[src/hdl/sysbus_pkg.sv]
// Shared constants and carrier types for the system bus interface
package sysbus_pkg;
  localparam int ADDR_W      = 36;
  localparam int ADDR_PAR_W  = 5;
  localparam int DATA_W      = 64;
  localparam int DATA_PAR_W  = 8;
  localparam int TXN_IDX_W   = 4;
  localparam int MAX_OUTSTD  = 16;
  localparam int TSIZE_W     = 4;
  localparam int TT_W        = 5;
  localparam int BEATS_W     = 3;
  localparam logic [2:0] BEATS_SINGLE = 3'h1;
  localparam logic [2:0] BEATS_DOUBLE = 3'h2;
  localparam logic [2:0] BEATS_BLOCK  = 3'h4;
  localparam logic [3:0] SIZE_BLOCK   = 4'h0;
  localparam logic [3:0] SIZE_DOUBLE  = 4'h0;
  localparam logic [4:0] TT_READ      = 5'h0a;
  localparam logic [4:0] TT_WRITE     = 5'h02;
  localparam logic [4:0] TT_ADDR_ONLY = 5'h00;

  typedef enum logic [2:0] {
    REQ_LOAD     = 3'h0,
    REQ_STORE    = 3'h1,
    REQ_FETCH    = 3'h2,
    REQ_CASTOUT  = 3'h3,
    REQ_PUSH     = 3'h4,
    REQ_BCAST    = 3'h5
  } req_kind_e;

  typedef struct packed {
    req_kind_e               kind;
    logic [ADDR_W-1:0]       addr;
    logic [TSIZE_W-1:0]      size;       // Bytes for single beat: 1,2,3,4,8
    logic                    vector;
    logic                    inhibited;
    logic                    write_thru;
    logic                    direct_store;
  } core_req_s;

  typedef struct packed {
    logic [ADDR_W-1:0]       addr;
    logic [ADDR_PAR_W-1:0]   par;
    logic [TT_W-1:0]         ttype;
    logic [TSIZE_W-1:0]      tsize;
    logic                    burst;
    logic                    wt;
    logic                    ci;
  } addr_bus_s;

  function automatic logic odd_par8(input logic [7:0] v);
    return ~(^v);
  endfunction : odd_par8
endpackage : sysbus_pkg

[src/hdl/sysbus_if_unit.sv]
// System bus interface unit: address and data tenures, snoop, parity
// ------------
// Functional notes
// - Separate address and data buses, each with own arbitration and control
// - Direct-store segment access raises storage exception, no bus cycle
// - 36-bit address with 5 odd parity bits generated by driver
// - 64-bit data with 8 odd parity bits; no 32-bit mode
// - Extended protocol: 16 out-of-order transactions tagged by 4-bit index
// - Legacy protocol ignores transaction index; data completes in order
// - Legacy protocol: at most 16 outstanding, 15 waiting plus one active
// - Latch snoop address, check caches, push modified line on hit
// - Address-only transactions carry no data tenure
// - Loads before stores unless an address dependency exists
// - Single-beat transfers of 1,2,3,4 or 8 bytes for uncached stores
// - Extended only: two-beat 16-byte bursts for vector and inhibited fetch cases that are not block moves
// - Whole cache block moves use four-beat 32-byte bursts
// - Request and await grant separately for address and data bus
// - All inputs sampled and outputs driven on rising clock edge
// - Every beat terminated; burst ends at last beat; retry repeats
// - Address termination closes address tenure; retry repeats address
// - Drive size, burst, write-through and inhibited attributes with address
// - Assert transfer start when address tenure begins
// - Bus clock equals system clock; duty cycle irrelevant
// - Active-low asserted low; parity and type asserted high
// - Protocol latched at hard reset release from bus-mode input
// ------------
`timescale 1ns/10ps
module sysbus_if_unit import sysbus_pkg::*; #(
  parameter int DEPTH = MAX_OUTSTD
) (
  input  wire logic                   mclk,              // Bus clock, same as system clock
  input  wire logic                   rst,               // Synchronous reset, high
  input  wire logic                   ce,                // Clock enable
  input  wire logic                   hard_reset_n,      // Hard reset pin
  input  wire logic                   bus_protocol_select_n, // Low selects extended
  input  wire logic                   ld_valid,          // Load queue request
  output logic                        ld_ready,          // Load queue accepted
  input  wire core_req_s              ld_req,            // Load queue payload
  input  wire logic                   st_valid,          // Store queue request
  output logic                        st_ready,          // Store queue accepted
  input  wire core_req_s              st_req,            // Store queue payload
  input  wire logic [DATA_W-1:0]      st_data,           // Store data
  output logic                        dsi_exc,           // Storage exception pulse
  output logic                        rd_valid,          // Read beat to core
  output logic [DATA_W-1:0]           rd_data,           // Read beat data
  output logic [TXN_IDX_W-1:0]        rd_tag,            // Read beat transaction slot
  output logic                        abus_req_n,        // Address bus request
  input  wire logic                   abus_grant_n,      // Address bus grant
  output logic                        transfer_start_n,  // Transfer start
  output addr_bus_s                   abus_out,          // Address and attributes
  output logic                        abus_oe,           // Address drive enable
  input  wire logic [ADDR_W-1:0]      abus_in,           // Snooped address
  input  wire logic [ADDR_PAR_W-1:0]  abus_par_in,       // Snooped address parity
  input  wire logic                   snoop_ts_n,        // Other master transfer start
  input  wire logic                   addr_ack_n,        // Address termination
  input  wire logic                   address_retry_n,   // Address retry
  output logic                        dbus_req_n,        // Data bus request
  input  wire logic                   dbus_grant_n,      // Data bus grant
  output logic [DATA_W-1:0]           dbus_out,          // Write data
  output logic [DATA_PAR_W-1:0]       dbus_par_out,      // Write data parity
  output logic                        dbus_oe,           // Data drive enable
  input  wire logic [DATA_W-1:0]      dbus_in,           // Read data
  input  wire logic [DATA_PAR_W-1:0]  dbus_par_in,       // Read data parity
  input  wire logic                   data_ack_n,        // Data beat termination
  input  wire logic                   data_retry_n,      // Data beat repeat
  input  wire logic [TXN_IDX_W-1:0]   data_txn_index,    // Returning tenure index
  output logic                        snoop_lookup,      // Snoop probe to caches
  output logic [ADDR_W-1:0]           snoop_addr,        // Latched snoop address
  input  wire logic                   snoop_hit_mod,     // Probe hit a modified line
  output logic                        extended_mode,     // Latched protocol variant
  output logic                        addr_par_err,      // Address parity error pulse
  output logic                        data_par_err       // Data parity error pulse
);

  function automatic logic [ADDR_PAR_W-1:0] addr_par(input logic [ADDR_W-1:0] a);
    logic [39:0] w;
    w = {4'h0, a};
    for (int i = 0; i < ADDR_PAR_W; i++) begin
      addr_par[i] = odd_par8(w[i*8 +: 8]);
    end
  endfunction : addr_par

  function automatic logic [DATA_PAR_W-1:0] data_par(input logic [DATA_W-1:0] d);
    for (int i = 0; i < DATA_PAR_W; i++) begin
      data_par[i] = odd_par8(d[i*8 +: 8]);
    end
  endfunction : data_par

  // ------------
  // Pin synchronisers and protocol strap
  // ------------
  // Bus pins are synchronous to mclk; only the reset and strap pins are foreign
  logic [1:0] hrst_sync;
  logic [1:0] mode_sync;
  logic       hrst_prev;
  always_ff @(posedge mclk) begin
    if (rst) begin
      hrst_sync <= 2'h0;
      mode_sync <= 2'h3;
      hrst_prev <= 1'b0;
      extended_mode <= 1'b0;
    end else if (ce) begin
      hrst_sync <= {hrst_sync[0], hard_reset_n};
      mode_sync <= {mode_sync[0], bus_protocol_select_n};
      hrst_prev <= hrst_sync[1];
      if (hrst_sync[1] && !hrst_prev)
        extended_mode <= ~mode_sync[1];
    end
  end
  wire in_reset = rst | ~hrst_sync[1];

  // ------------
  // Transaction table: one slot per outstanding tenure
  // ------------
  typedef enum logic [1:0] {
    A_IDLE = 2'h0,
    A_REQ  = 2'h1,
    A_TERM = 2'h2
  } aphase_e;

  aphase_e                 astate;
  logic [DEPTH-1:0]        busy;
  logic [BEATS_W-1:0]      beats   [DEPTH];
  logic                    is_wr   [DEPTH];
  logic [DATA_W-1:0]       wr_data [DEPTH];
  logic [TXN_IDX_W-1:0]    head, tail, cur_slot;
  logic [BEATS_W-1:0]      beat_cnt;
  logic                    d_active;
  addr_bus_s               next_abus;
  logic                    push_pend;
  logic [ADDR_W-1:0]       push_addr;

  wire table_full  = busy[tail];
  wire ld_dep      = st_valid && (st_req.addr[ADDR_W-1:5] == ld_req.addr[ADDR_W-1:5]);
  wire ld_ok_dsi   = ld_valid && ld_req.direct_store;
  wire st_ok_dsi   = st_valid && st_req.direct_store;
  wire can_issue   = (astate == A_IDLE) && !table_full && !in_reset && !push_pend;
  wire take_ld     = can_issue && ld_valid && !ld_req.direct_store && !ld_dep;
  wire take_st     = can_issue && st_valid && !st_req.direct_store && !take_ld;
  wire push_go     = (astate == A_IDLE) && !table_full && push_pend && !in_reset;
  assign ld_ready  = take_ld || ld_ok_dsi;
  assign st_ready  = take_st || st_ok_dsi;

  // Attribute encoding per request
  wire core_req_s sel_req = take_ld ? ld_req : st_req;
  wire blk_move   = (sel_req.kind == REQ_CASTOUT) || (!sel_req.inhibited && !sel_req.write_thru
                    && sel_req.kind != REQ_BCAST && sel_req.kind != REQ_STORE);
  wire dbl_move   = extended_mode && (sel_req.vector || (sel_req.kind == REQ_FETCH && sel_req.inhibited));
  wire addr_only  = sel_req.kind == REQ_BCAST;
  wire [BEATS_W-1:0] sel_beats = addr_only ? 3'h0 : blk_move ? BEATS_BLOCK : dbl_move ? BEATS_DOUBLE
                                 : BEATS_SINGLE;
  wire sel_wr     = (sel_req.kind == REQ_STORE) || (sel_req.kind == REQ_CASTOUT);

  always_comb begin
    next_abus.addr  = push_go ? push_addr : sel_req.addr;
    next_abus.par   = addr_par(next_abus.addr);
    next_abus.ttype = push_go ? TT_WRITE : addr_only ? TT_ADDR_ONLY : sel_wr ? TT_WRITE : TT_READ;
    next_abus.tsize = (push_go || sel_beats != BEATS_SINGLE) ? SIZE_BLOCK : sel_req.size;
    next_abus.burst = push_go || (sel_beats > BEATS_SINGLE);
    next_abus.wt    = !push_go && sel_req.write_thru;
    next_abus.ci    = !push_go && sel_req.inhibited;
  end

  // ------------
  // Address tenure
  // ------------
  wire issue    = take_ld || take_st || push_go;
  wire a_ack    = (astate == A_TERM) && !addr_ack_n;
  wire a_retry  = a_ack && !address_retry_n;
  assign abus_req_n       = !(astate == A_REQ);
  assign abus_oe          = (astate == A_TERM);
  assign transfer_start_n = !(astate == A_REQ && !abus_grant_n);
  logic [BEATS_W-1:0] a_beats;
  logic               a_wr;
  logic [DATA_W-1:0]  a_data;

  always_ff @(posedge mclk) begin
    if (in_reset) begin
      astate   <= A_IDLE;
      abus_out <= '0;
      a_beats  <= 3'h0;
      a_wr     <= 1'b0;
      a_data   <= '0;
      tail     <= 4'h0;
      dsi_exc  <= 1'b0;
    end else if (ce) begin
      dsi_exc <= ld_ok_dsi || st_ok_dsi;
      case (astate)
        A_IDLE: if (issue) begin
          abus_out <= next_abus;
          a_beats  <= push_go ? BEATS_BLOCK : sel_beats;
          a_wr     <= push_go || sel_wr;
          a_data   <= st_data;
          astate   <= A_REQ;
        end
        A_REQ:  if (!abus_grant_n) astate <= A_TERM;
        A_TERM: if (a_retry) astate <= A_REQ;
          else if (a_ack) begin
            astate <= A_IDLE;
            if (a_beats != 3'h0) tail <= tail + 4'h1;
          end
        default: astate <= A_IDLE;
      endcase
    end
  end

  // Slot bookkeeping: enter at address close, leave at last beat
  wire a_close  = a_ack && !a_retry && (a_beats != 3'h0);
  wire d_beat   = d_active && !data_ack_n;
  wire d_repeat = d_beat && !data_retry_n;
  wire d_good   = d_beat && data_retry_n;
  wire d_last   = d_good && (beat_cnt == beats[cur_slot] - 3'h1);
  // Extended mode follows the target's index; legacy runs strictly in order
  wire [TXN_IDX_W-1:0] d_slot = extended_mode ? data_txn_index : head;

  always_ff @(posedge mclk) begin
    if (in_reset) begin
      busy <= '0;
      head <= 4'h0;
      for (int i = 0; i < DEPTH; i++) begin
        beats[i]   <= 3'h0;
        is_wr[i]   <= 1'b0;
        wr_data[i] <= '0;
      end
    end else if (ce) begin
      if (a_close) begin
        busy[tail]    <= 1'b1;
        beats[tail]   <= a_beats;
        is_wr[tail]   <= a_wr;
        wr_data[tail] <= a_data;
      end
      if (d_last) begin
        busy[cur_slot] <= 1'b0;
        if (!extended_mode) head <= head + 4'h1;
      end
    end
  end

  // ------------
  // Data tenure
  // ------------
  wire d_want = (extended_mode ? |busy : busy[head]) && !d_active;
  assign dbus_req_n = !d_want;
  assign dbus_oe    = d_active && is_wr[cur_slot];

  always_ff @(posedge mclk) begin
    if (in_reset) begin
      d_active     <= 1'b0;
      cur_slot     <= 4'h0;
      beat_cnt     <= 3'h0;
      rd_valid     <= 1'b0;
      rd_data      <= '0;
      rd_tag       <= 4'h0;
      dbus_out     <= '0;
      dbus_par_out <= '0;
      data_par_err <= 1'b0;
    end else if (ce) begin
      rd_valid     <= d_good && !is_wr[cur_slot];
      rd_data      <= dbus_in;
      rd_tag       <= cur_slot;
      data_par_err <= d_good && !is_wr[cur_slot] && (dbus_par_in != data_par(dbus_in));
      if (d_want && !dbus_grant_n && busy[d_slot]) begin
        d_active     <= 1'b1;
        cur_slot     <= d_slot;
        beat_cnt     <= 3'h0;
        dbus_out     <= wr_data[d_slot];
        dbus_par_out <= data_par(wr_data[d_slot]);
      end else if (d_last) begin
        d_active <= 1'b0;
      end else if (d_good) begin
        beat_cnt <= beat_cnt + 3'h1;
      end
    end
  end

  // ------------
  // Snoop: latch foreign address, probe caches, queue push on hit
  // ------------
  logic probe_wait;
  always_ff @(posedge mclk) begin
    if (in_reset) begin
      snoop_lookup <= 1'b0;
      snoop_addr   <= '0;
      probe_wait   <= 1'b0;
      push_pend    <= 1'b0;
      push_addr    <= '0;
      addr_par_err <= 1'b0;
    end else if (ce) begin
      snoop_lookup <= !snoop_ts_n && !abus_oe;
      probe_wait   <= snoop_lookup;
      addr_par_err <= !snoop_ts_n && !abus_oe && (abus_par_in != addr_par(abus_in));
      if (!snoop_ts_n && !abus_oe) snoop_addr <= abus_in;
      if (probe_wait && snoop_hit_mod) begin
        push_pend <= 1'b1;
        push_addr <= snoop_addr;
      end else if (push_go) begin
        push_pend <= 1'b0;
      end
    end
  end

  // ------------
  // Checks
  // ------------
  chk_ts_grant: assert property (@(posedge mclk) disable iff (in_reset)
    !transfer_start_n |-> !abus_grant_n && abus_req_n == 1'b0)
    else $error("transfer start without grant");
  chk_addr_par: assert property (@(posedge mclk) disable iff (in_reset)
    abus_oe |-> abus_out.par == addr_par(abus_out.addr))
    else $error("bad address parity driven");
  chk_data_par: assert property (@(posedge mclk) disable iff (in_reset)
    dbus_oe |-> dbus_par_out == data_par(dbus_out))
    else $error("bad data parity driven");
  chk_dsi_nobus: assert property (@(posedge mclk) disable iff (in_reset || !ce)
    (ld_ok_dsi && !st_valid) |=> dsi_exc && $stable(tail))
    else $error("direct store access reached bus");
  chk_retry_req: assert property (@(posedge mclk) disable iff (in_reset || !ce)
    a_retry |=> !abus_req_n)
    else $error("retry did not repeat address phase");
  chk_burst_attr: assert property (@(posedge mclk) disable iff (in_reset)
    abus_oe && abus_out.burst |-> abus_out.tsize == SIZE_BLOCK)
    else $error("burst attribute mismatch");
  chk_legacy_order: assert property (@(posedge mclk) disable iff (in_reset || !ce)
    (!extended_mode && d_last) |=> head == $past(head) + 4'h1)
    else $error("legacy tenure out of order");
  chk_load_first: assert property (@(posedge mclk) disable iff (in_reset)
    (can_issue && ld_valid && !ld_req.direct_store && !ld_dep) |-> !take_st)
    else $error("store passed eligible load");
  chk_push_issue: assert property (@(posedge mclk) disable iff (in_reset || !ce)
    (probe_wait && snoop_hit_mod) |=> push_pend)
    else $error("modified snoop hit lost");
  chk_full_hold: assert property (@(posedge mclk) disable iff (in_reset)
    table_full |-> !issue)
    else $error("issue beyond outstanding limit");
  cov_burst_read: cover property (@(posedge mclk) d_last && beats[cur_slot] == BEATS_BLOCK);
  cov_addr_retry: cover property (@(posedge mclk) a_retry);
  cov_snoop_push: cover property (@(posedge mclk) push_go);
  cov_data_rpt:   cover property (@(posedge mclk) d_repeat);
endmodule : sysbus_if_unit

[config.mk]
export PLATFORM = sky130hd
export DESIGN_NAME = sysbus_if_unit
export DESIGN_NICKNAME = d
export VERILOG_FILES = /design/src/hdl/sysbus_pkg.sv /design/src/hdl/sysbus_if_unit.sv
export SDC_FILE = /design/constraint.sdc
export NUM_CORES = 2
export LEC_CHECK = 0
export ABC_CLOCK_PERIOD_IN_PS = 21900
export BUFFER_PORTS_ARGS = -buffer_cell sky130_fd_sc_hd__buf_2
export CORE_ASPECT_RATIO = 0.75
export CORE_UTILIZATION = 48
export DETAILED_ROUTE_END_ITERATION = 10
export PLACE_DENSITY = 0.66
export SLEW_MARGIN = 10
export SYNTH_ARGS = -nofsm -noshare
export SYNTH_HDL_FRONTEND = slang
export SYNTH_SLANG_ARGS = --single-unit
[constraint.sdc]
create_clock -name mclk -period 21.9 [get_ports mclk]
set_clock_uncertainty 0.1 [all_clocks]
set_input_delay 1.095 -clock mclk [delete_from_list [all_inputs] [get_ports mclk]]
set_output_delay 1.095 -clock mclk [all_outputs]
set_load 0.1 [all_outputs]
=== Yosys cells after proc, flatten, opt, wreduce, memory -nomap -nowiden ===
Memories as Yosys holds them, arrays and structs flattened. A register that Yosys moved wholly into a read port is not among the register bits.
Index checks and enable logic that the tools add are counted.

* Word-level logic and storage cells: 278
* Memory bits (writable): 1,088
* Bits of input ports: 290
* Memories kept: 3
* Register bits: 380

{| class="wikitable"
|+ Memories
! memory !! depth !! width !! rd ports !! clocked after Yosys merged registers in !! write ports !! RTL line !! RTL
|-
| wr_data || 16 || 64 || 1 || 0 || 16 || sysbus_if_unit.sv:125 || <nowiki>logic [DATA_W-1:0] wr_data [DEPTH];</nowiki>
|-
| beats || 16 || 3 || 1 || 1 || 16 || sysbus_if_unit.sv:123 || <nowiki>logic [BEATS_W-1:0] beats [DEPTH];</nowiki>
|-
| is_wr || 16 || 1 || 1 || 1 || 16 || sysbus_if_unit.sv:124 || <nowiki>logic is_wr [DEPTH];</nowiki>
|}

* $lt $le $gt $ge: 7
* Bitwise operators: 34
* Reductions and logical operators: 122
* Multiplexer cells: 57
* Add/sub/neg operators: 4
* Equality and inequality tests: 17

{| class="wikitable"
|+ Operators with widths
! operator !! count
|-
| XOR reduction 8 bit || 26
|-
| two-way mux 16 bit || 4
|-
| two-way mux 64 bit || 1
|-
| OR reduction 64 bit || 1
|-
| two-way mux 4 bit || 12
|-
| two-way mux 47 bit || 1
|-
| logical AND 1 bit || 41
|-
| two-way mux 36 bit || 1
|-
| equality test 31 bit || 1
|-
| NOT 1 bit || 30
|-
| zero test 1 bit || 24
|-
| two-way mux 3 bit || 7
|-
| < comparator 4 x 5 -> 1 bit (second input constant) || 4
|-
| two-way mux 1 bit || 20
|-
| bitwise AND 16 bit || 1
|-
| NOT 16 bit || 1
|-
| bitwise OR 16 bit || 1
|-
| OR reduction 16 bit || 1
|-
| binary-select mux 1 bit (select 4 bit) || 3
|-
| AND reduction 2 bit || 6
|-
| logical OR 1 bit || 11
|-
| two-way mux 2 bit || 5
|-
| inequality test 3 x 1 -> 1 bit (second input constant) || 3
|-
| AND reduction 3 bit || 3
|-
| 26 further kinds || 33
|}

=== Longest topological paths before layout ===
* Depth after elaboration: 20
* Depth in mapped cells: 14
* Gate-level depth less buffers: 12

=== Worst setup path after synthesis ===
Ideal clock, no wire load.

* Kind: input to register
* Start point: in ce
* End point: mem beats[6][0] (enable)
* Data arrival time: 7.087 ns
* Stages on the path: 6
* Path slack: 14.124 ns
* Required time: 21.212 ns
* Path through: clkbuf_1 -> nand2_1 -> nor4_1 -> clkbuf_1 -> nand2_1 -> o21ai_0

{| class="wikitable"
|+ RTL lines
! item !! RTL line !! RTL
|-
| start, declared || sysbus_if_unit.sv:33 || <nowiki>input wire logic ce,</nowiki>
|-
| end, declared || sysbus_if_unit.sv:123 ||
|}

=== Final worst setup path ===
* Start point: reg hrst_sync[1]
* End point: out ld_ready

* Longest elaborated chain between the ends: 9

{| class="wikitable"
|+ Ends and longest elaborated chain
! item !! RTL line !! RTL
|-
| start, declared || sysbus_if_unit.sv:93 || <nowiki>logic [1:0] hrst_sync;</nowiki>
|-
| start signal, assigned || sysbus_if_unit.sv:103 || <nowiki>hrst_sync <= {hrst_sync[0], hard_reset_n};</nowiki>
|-
| NOT 1 bit || sysbus_if_unit.sv:110 || <nowiki>wire in_reset = rst | ~hrst_sync[1];</nowiki>
|-
| bitwise OR 1 bit || sysbus_if_unit.sv:110 ||
|-
| zero test 1 bit || sysbus_if_unit.sv:137 || <nowiki>wire can_issue = (astate == A_IDLE) && !table_full && !in_reset && !push_pend;</nowiki>
|-
| logical AND 1 bit (2 in a row) || sysbus_if_unit.sv:137 ||
|-
| logical AND 1 bit (3 in a row) || sysbus_if_unit.sv:138 || <nowiki>wire take_ld = can_issue && ld_valid && !ld_req.direct_store && !ld_dep;</nowiki>
|-
| logical OR 1 bit || sysbus_if_unit.sv:141 || <nowiki>assign ld_ready = take_ld || ld_ok_dsi;</nowiki>
|-
| end, declared || sysbus_if_unit.sv:37 || <nowiki>output logic ld_ready,</nowiki>
|}

Every way passes these cells.

==> results.md <==
* Cell depth of the worst flop-to-flop path at 11
* CTS tree: done
* Syn. warnings at 0
* Die Area at 140,000 µm²
* Initial DRC count at 5,548
* Fin Setup TNS at 0 ps
* Crit-path max cell delay at 810 ps
* GR Util All Layers at 29.8%
* Routed WL at 210,000 µm
* Compound-Gate Fraction of Synth Area at 4.12%
* Crit Path Category: reg -> out
* Final setup viols at 0
* Power share of the combinational group at 4.0%
* Worst vdd ir at 0.0613 mV
* Crit. End Element: output port
* Total Nets Final at 5,777
* Status: completed
* Clock root buffer: clkbuf_16
* Worst hold path depth at 2
* Slew at the pin closest to its max-slew limit at 1200 ps
* Post-synthesis simple-gate area fraction at 16.8%
* P&R area growth vs syn at 13.7%
* Routability cong. at 0.917
* Min Tclk post-route at 5710 ps
* Largest family of logic cells by synthesized area: simple AND/OR/NAND/NOR gates
* Library cells used by synthesis at 57
* Worst r2r dst: abus_out[10]
* EDFF count, synth at 1,088
* Die Span Y at 324 µm
* Critical Path AT at 4510 ps
* Final instance area at 75,400 µm²
* Post-Synth XOR/XNOR Area at 3.10%
* Internal at 4.46 mW
* Vias in the first global route at 41,200
* Core area at 136,000 µm²
* Fraction of layout cells with a size suffix above 1 at 21.0%
* I/O Buffers at 528
* FF+latch count, synth at 1,469
* Synth Instances at 5,137
* Hold endpoint: abus_out[39]
* Max FO, Critical Path at 68
* Final Total Pwr at 5.73 mW
* Ratio of final minimum period to clock period at 26.1%
* Sequential share of power at 52.6%
* Hold Violations, Final at 0
* # IOs at 532
* Crit path top cell by count: buf_4
* Num rows at 117
* Global-route wire length before repair at 299,000 µm
* Synth Area per Inst at 12.9 µm²
* Antenna-violating nets left at 0
* Clk slew on worst S/H paths at 60 ps
* WL met1 at 88,700 µm
* Worst min path class: reg -> reg
* Worst path slowest cell: or3_1
* Routed WL per cell at 28.1 µm
* Post-CTS sizing at 0
* Post-synthesis sequential area ratio at 60.8%
* Mux contribution to synthesized area at 12.4%
* Clock Tree Buf Depth at 3
* WP data required at 20,710 ps
* H-tree levels at 4
* Reg-to-reg slack, setup at 16,260 ps
* Area share of fa/ha/maj cells after synthesis at 0.132%
* Util after Layout at 55.2%
* Via density at 5.83
* Post-Place Cells at 7,173
* DP Area at 70,600 µm²
* Starting Density at 48.6%
* Met2 WL at 93,800 µm
* Relative slew margins at 20.0%
* TritonCTS sink count at 1,469
* FILL cells at 11,200
* DRC at 0
* Worst setup startpoint: hrst_sync[1]
* Ys flop type: edfxtp_1
* Cell Chain, Critical Path: nor2b_4, buf_4, o311ai_0, a211o_2, buf_4, or3_1, nand2_1, buf_2
* Power Dens Cells at 76.0 nW/µm²
* Non-filler instance count after layout at 7,466
* DRT Pass-1 Iters at 6
* Highest Signal Layer: met5
* Net Sw Frac at 22.1%
* Routed wl met3 at 22,900 µm
* Clock power frac at 43.5%
* Final HPWL DP at 121,000 µm
* Die span in x at 431 µm
* R2R Path Start: hrst_sync[1]
* Post-synth ARST share at 0%
* HP Start: abus_out[39]
* # hold bufs at CTS at 0
* Pins Over Slew Limit at 0
* Pin count of the biggest net entering global routing at 191
* Via count at 43,500
* Initial antenna violation count at 23
* Mapped Area at 66,300 µm²
* Clock Latency Late Sink at 800 ps
* CTS buffer count at 149
* RSZ-0062 raised after global routing: no
* NetSw at 1.27 mW
* CP Launch Type: flip-flop
* Static leakage at 29.9 nW
* Max-Cap Viols at 0
* Post-CTS Setup Inserts at 0
* Total gr overflow at 0
* Fmax at 175 MHz
## cells by family after synthesis
| group | count (synthesis) |
|---|---|
| buf+inv | 443 |
| simple gates | 2076 |
| other cells | 1 |
| xor+xnor | 235 |
| flops | 1469 |
| compound gates | 448 |
| fa+ha+maj | 7 |
| mux | 458 |
## placed cells by master (no fill, tap or decap), drive strengths merged, types with 58 or more instances in the layout
cell type	n
and2	1157
a31oi	75
nand2	538
clkinv	58
dfxtp	381
edfxtp	1088
clkbuf	207
a211oi	69
a21oi	193
mux4	288
buf	617
nor2	221
mux2i	167
xnor2	200
## critical path: cells and delay by family (launching register included)
family          cells  cell delay [ps]
flops               1              440
simple gates        3             1180
buf+inv             3             1360
compound gates      2              730
## worst max-delay path by stage
stage / end / slack [ps] / depth (start not counted)
finish: ld_ready / 16190 / 8
CTS: ld_ready / 16200 / 8
global route: abus_out[10] / 15950 / 11
floorplan: beats[6][0] / 14120 / 6
detailed placement: abus_out[10] / 15580 / 12
global placement: abus_out[10] / 15760 / 12
## registers in the layout, indices dropped and copies added, names as in the netlist, 2 cells and up, named ones only
register      cells
abus_out         50
hrst_sync         2
push_addr        36
beats            48
a_beats           3
busy             16
dbus_par_out      8
rd_tag            4
is_wr            16
head              4
cur_slot          4
astate            2
tail              4
dbus_out         64
snoop_addr       36
wr_data        1024
rd_data          64
beat_cnt          3
mode_sync         2
a_data           64
## layer usage
metal  up-vias  global-route usage (%)
li1      18900                       -
met4         8                    7.19
met1     21900                    43.5
met3       277                    6.74
met2      2419                    45.1
met5         -                       0
## stage by stage
step / setup slack (ps) / hold WS, ps
2_1_floorplan: 14120 / 336
3_3_place_gp: 15760 / 337
3_5_place_dp: 15580 / 341
4_1_cts: 16200 / 351
5_1_grt: 15950 / 364
6_report: 16190 / 349
## synth_stat cells, types with 20 or more instances
library cell  number  area share, %
a211oi_1          69           0.78
a21oi_1          193            1.5
a22oi_1           36           0.41
a31oi_1           75           0.71
and2_1          1157             11
buf_2             54           0.41
buf_4             20           0.23
clkbuf_1         340            1.9
dfxtp_1          381             12
edfxtp_1        1088             49
mux2i_1          166            2.5
mux4_2           288            9.8
nand2_1          538            3.0
nand3_1           38           0.29
nand3b_1          31           0.35
nor2_1           221            1.3
nor3b_1           29           0.33
o21ai_0           41           0.31
xnor2_1          200            2.6
xor2_1            35           0.46
## power by group through the flow
| stage | Sequential (mW) | Clock [mW] | Combinational (mW) |
|---|---|---|---|
| after CTS | 3.01 | 2.51 | 0.224 |
| after detailed placement | 3.07 | 0 | 0.223 |
| final | 3.01 | 2.49 | 0.226 |
| after floorplan | 3.08 | 0 | 0.127 |
| after global placement | 3.07 | 0 | 0.222 |
| after global routing | 3.01 | 2.62 | 0.239 |
## cell type report
class / instances / area [µm²] / area share [%]
antenna: 14 / 35.0 / 0.0465
clock buffer: 207 / 4100 / 5.44
clock inverter: 72 / 598 / 0.794
inverter: 16 / 60.1 / 0.0797
multi-input combinational: 3227 / 24600 / 32.6
sequential: 1469 / 40300 / 53.5
tap: 1844 / 2310 / 3.06
timing repair buffer: 617 / 3360 / 4.46
Power figures use the tool's default switching activity.
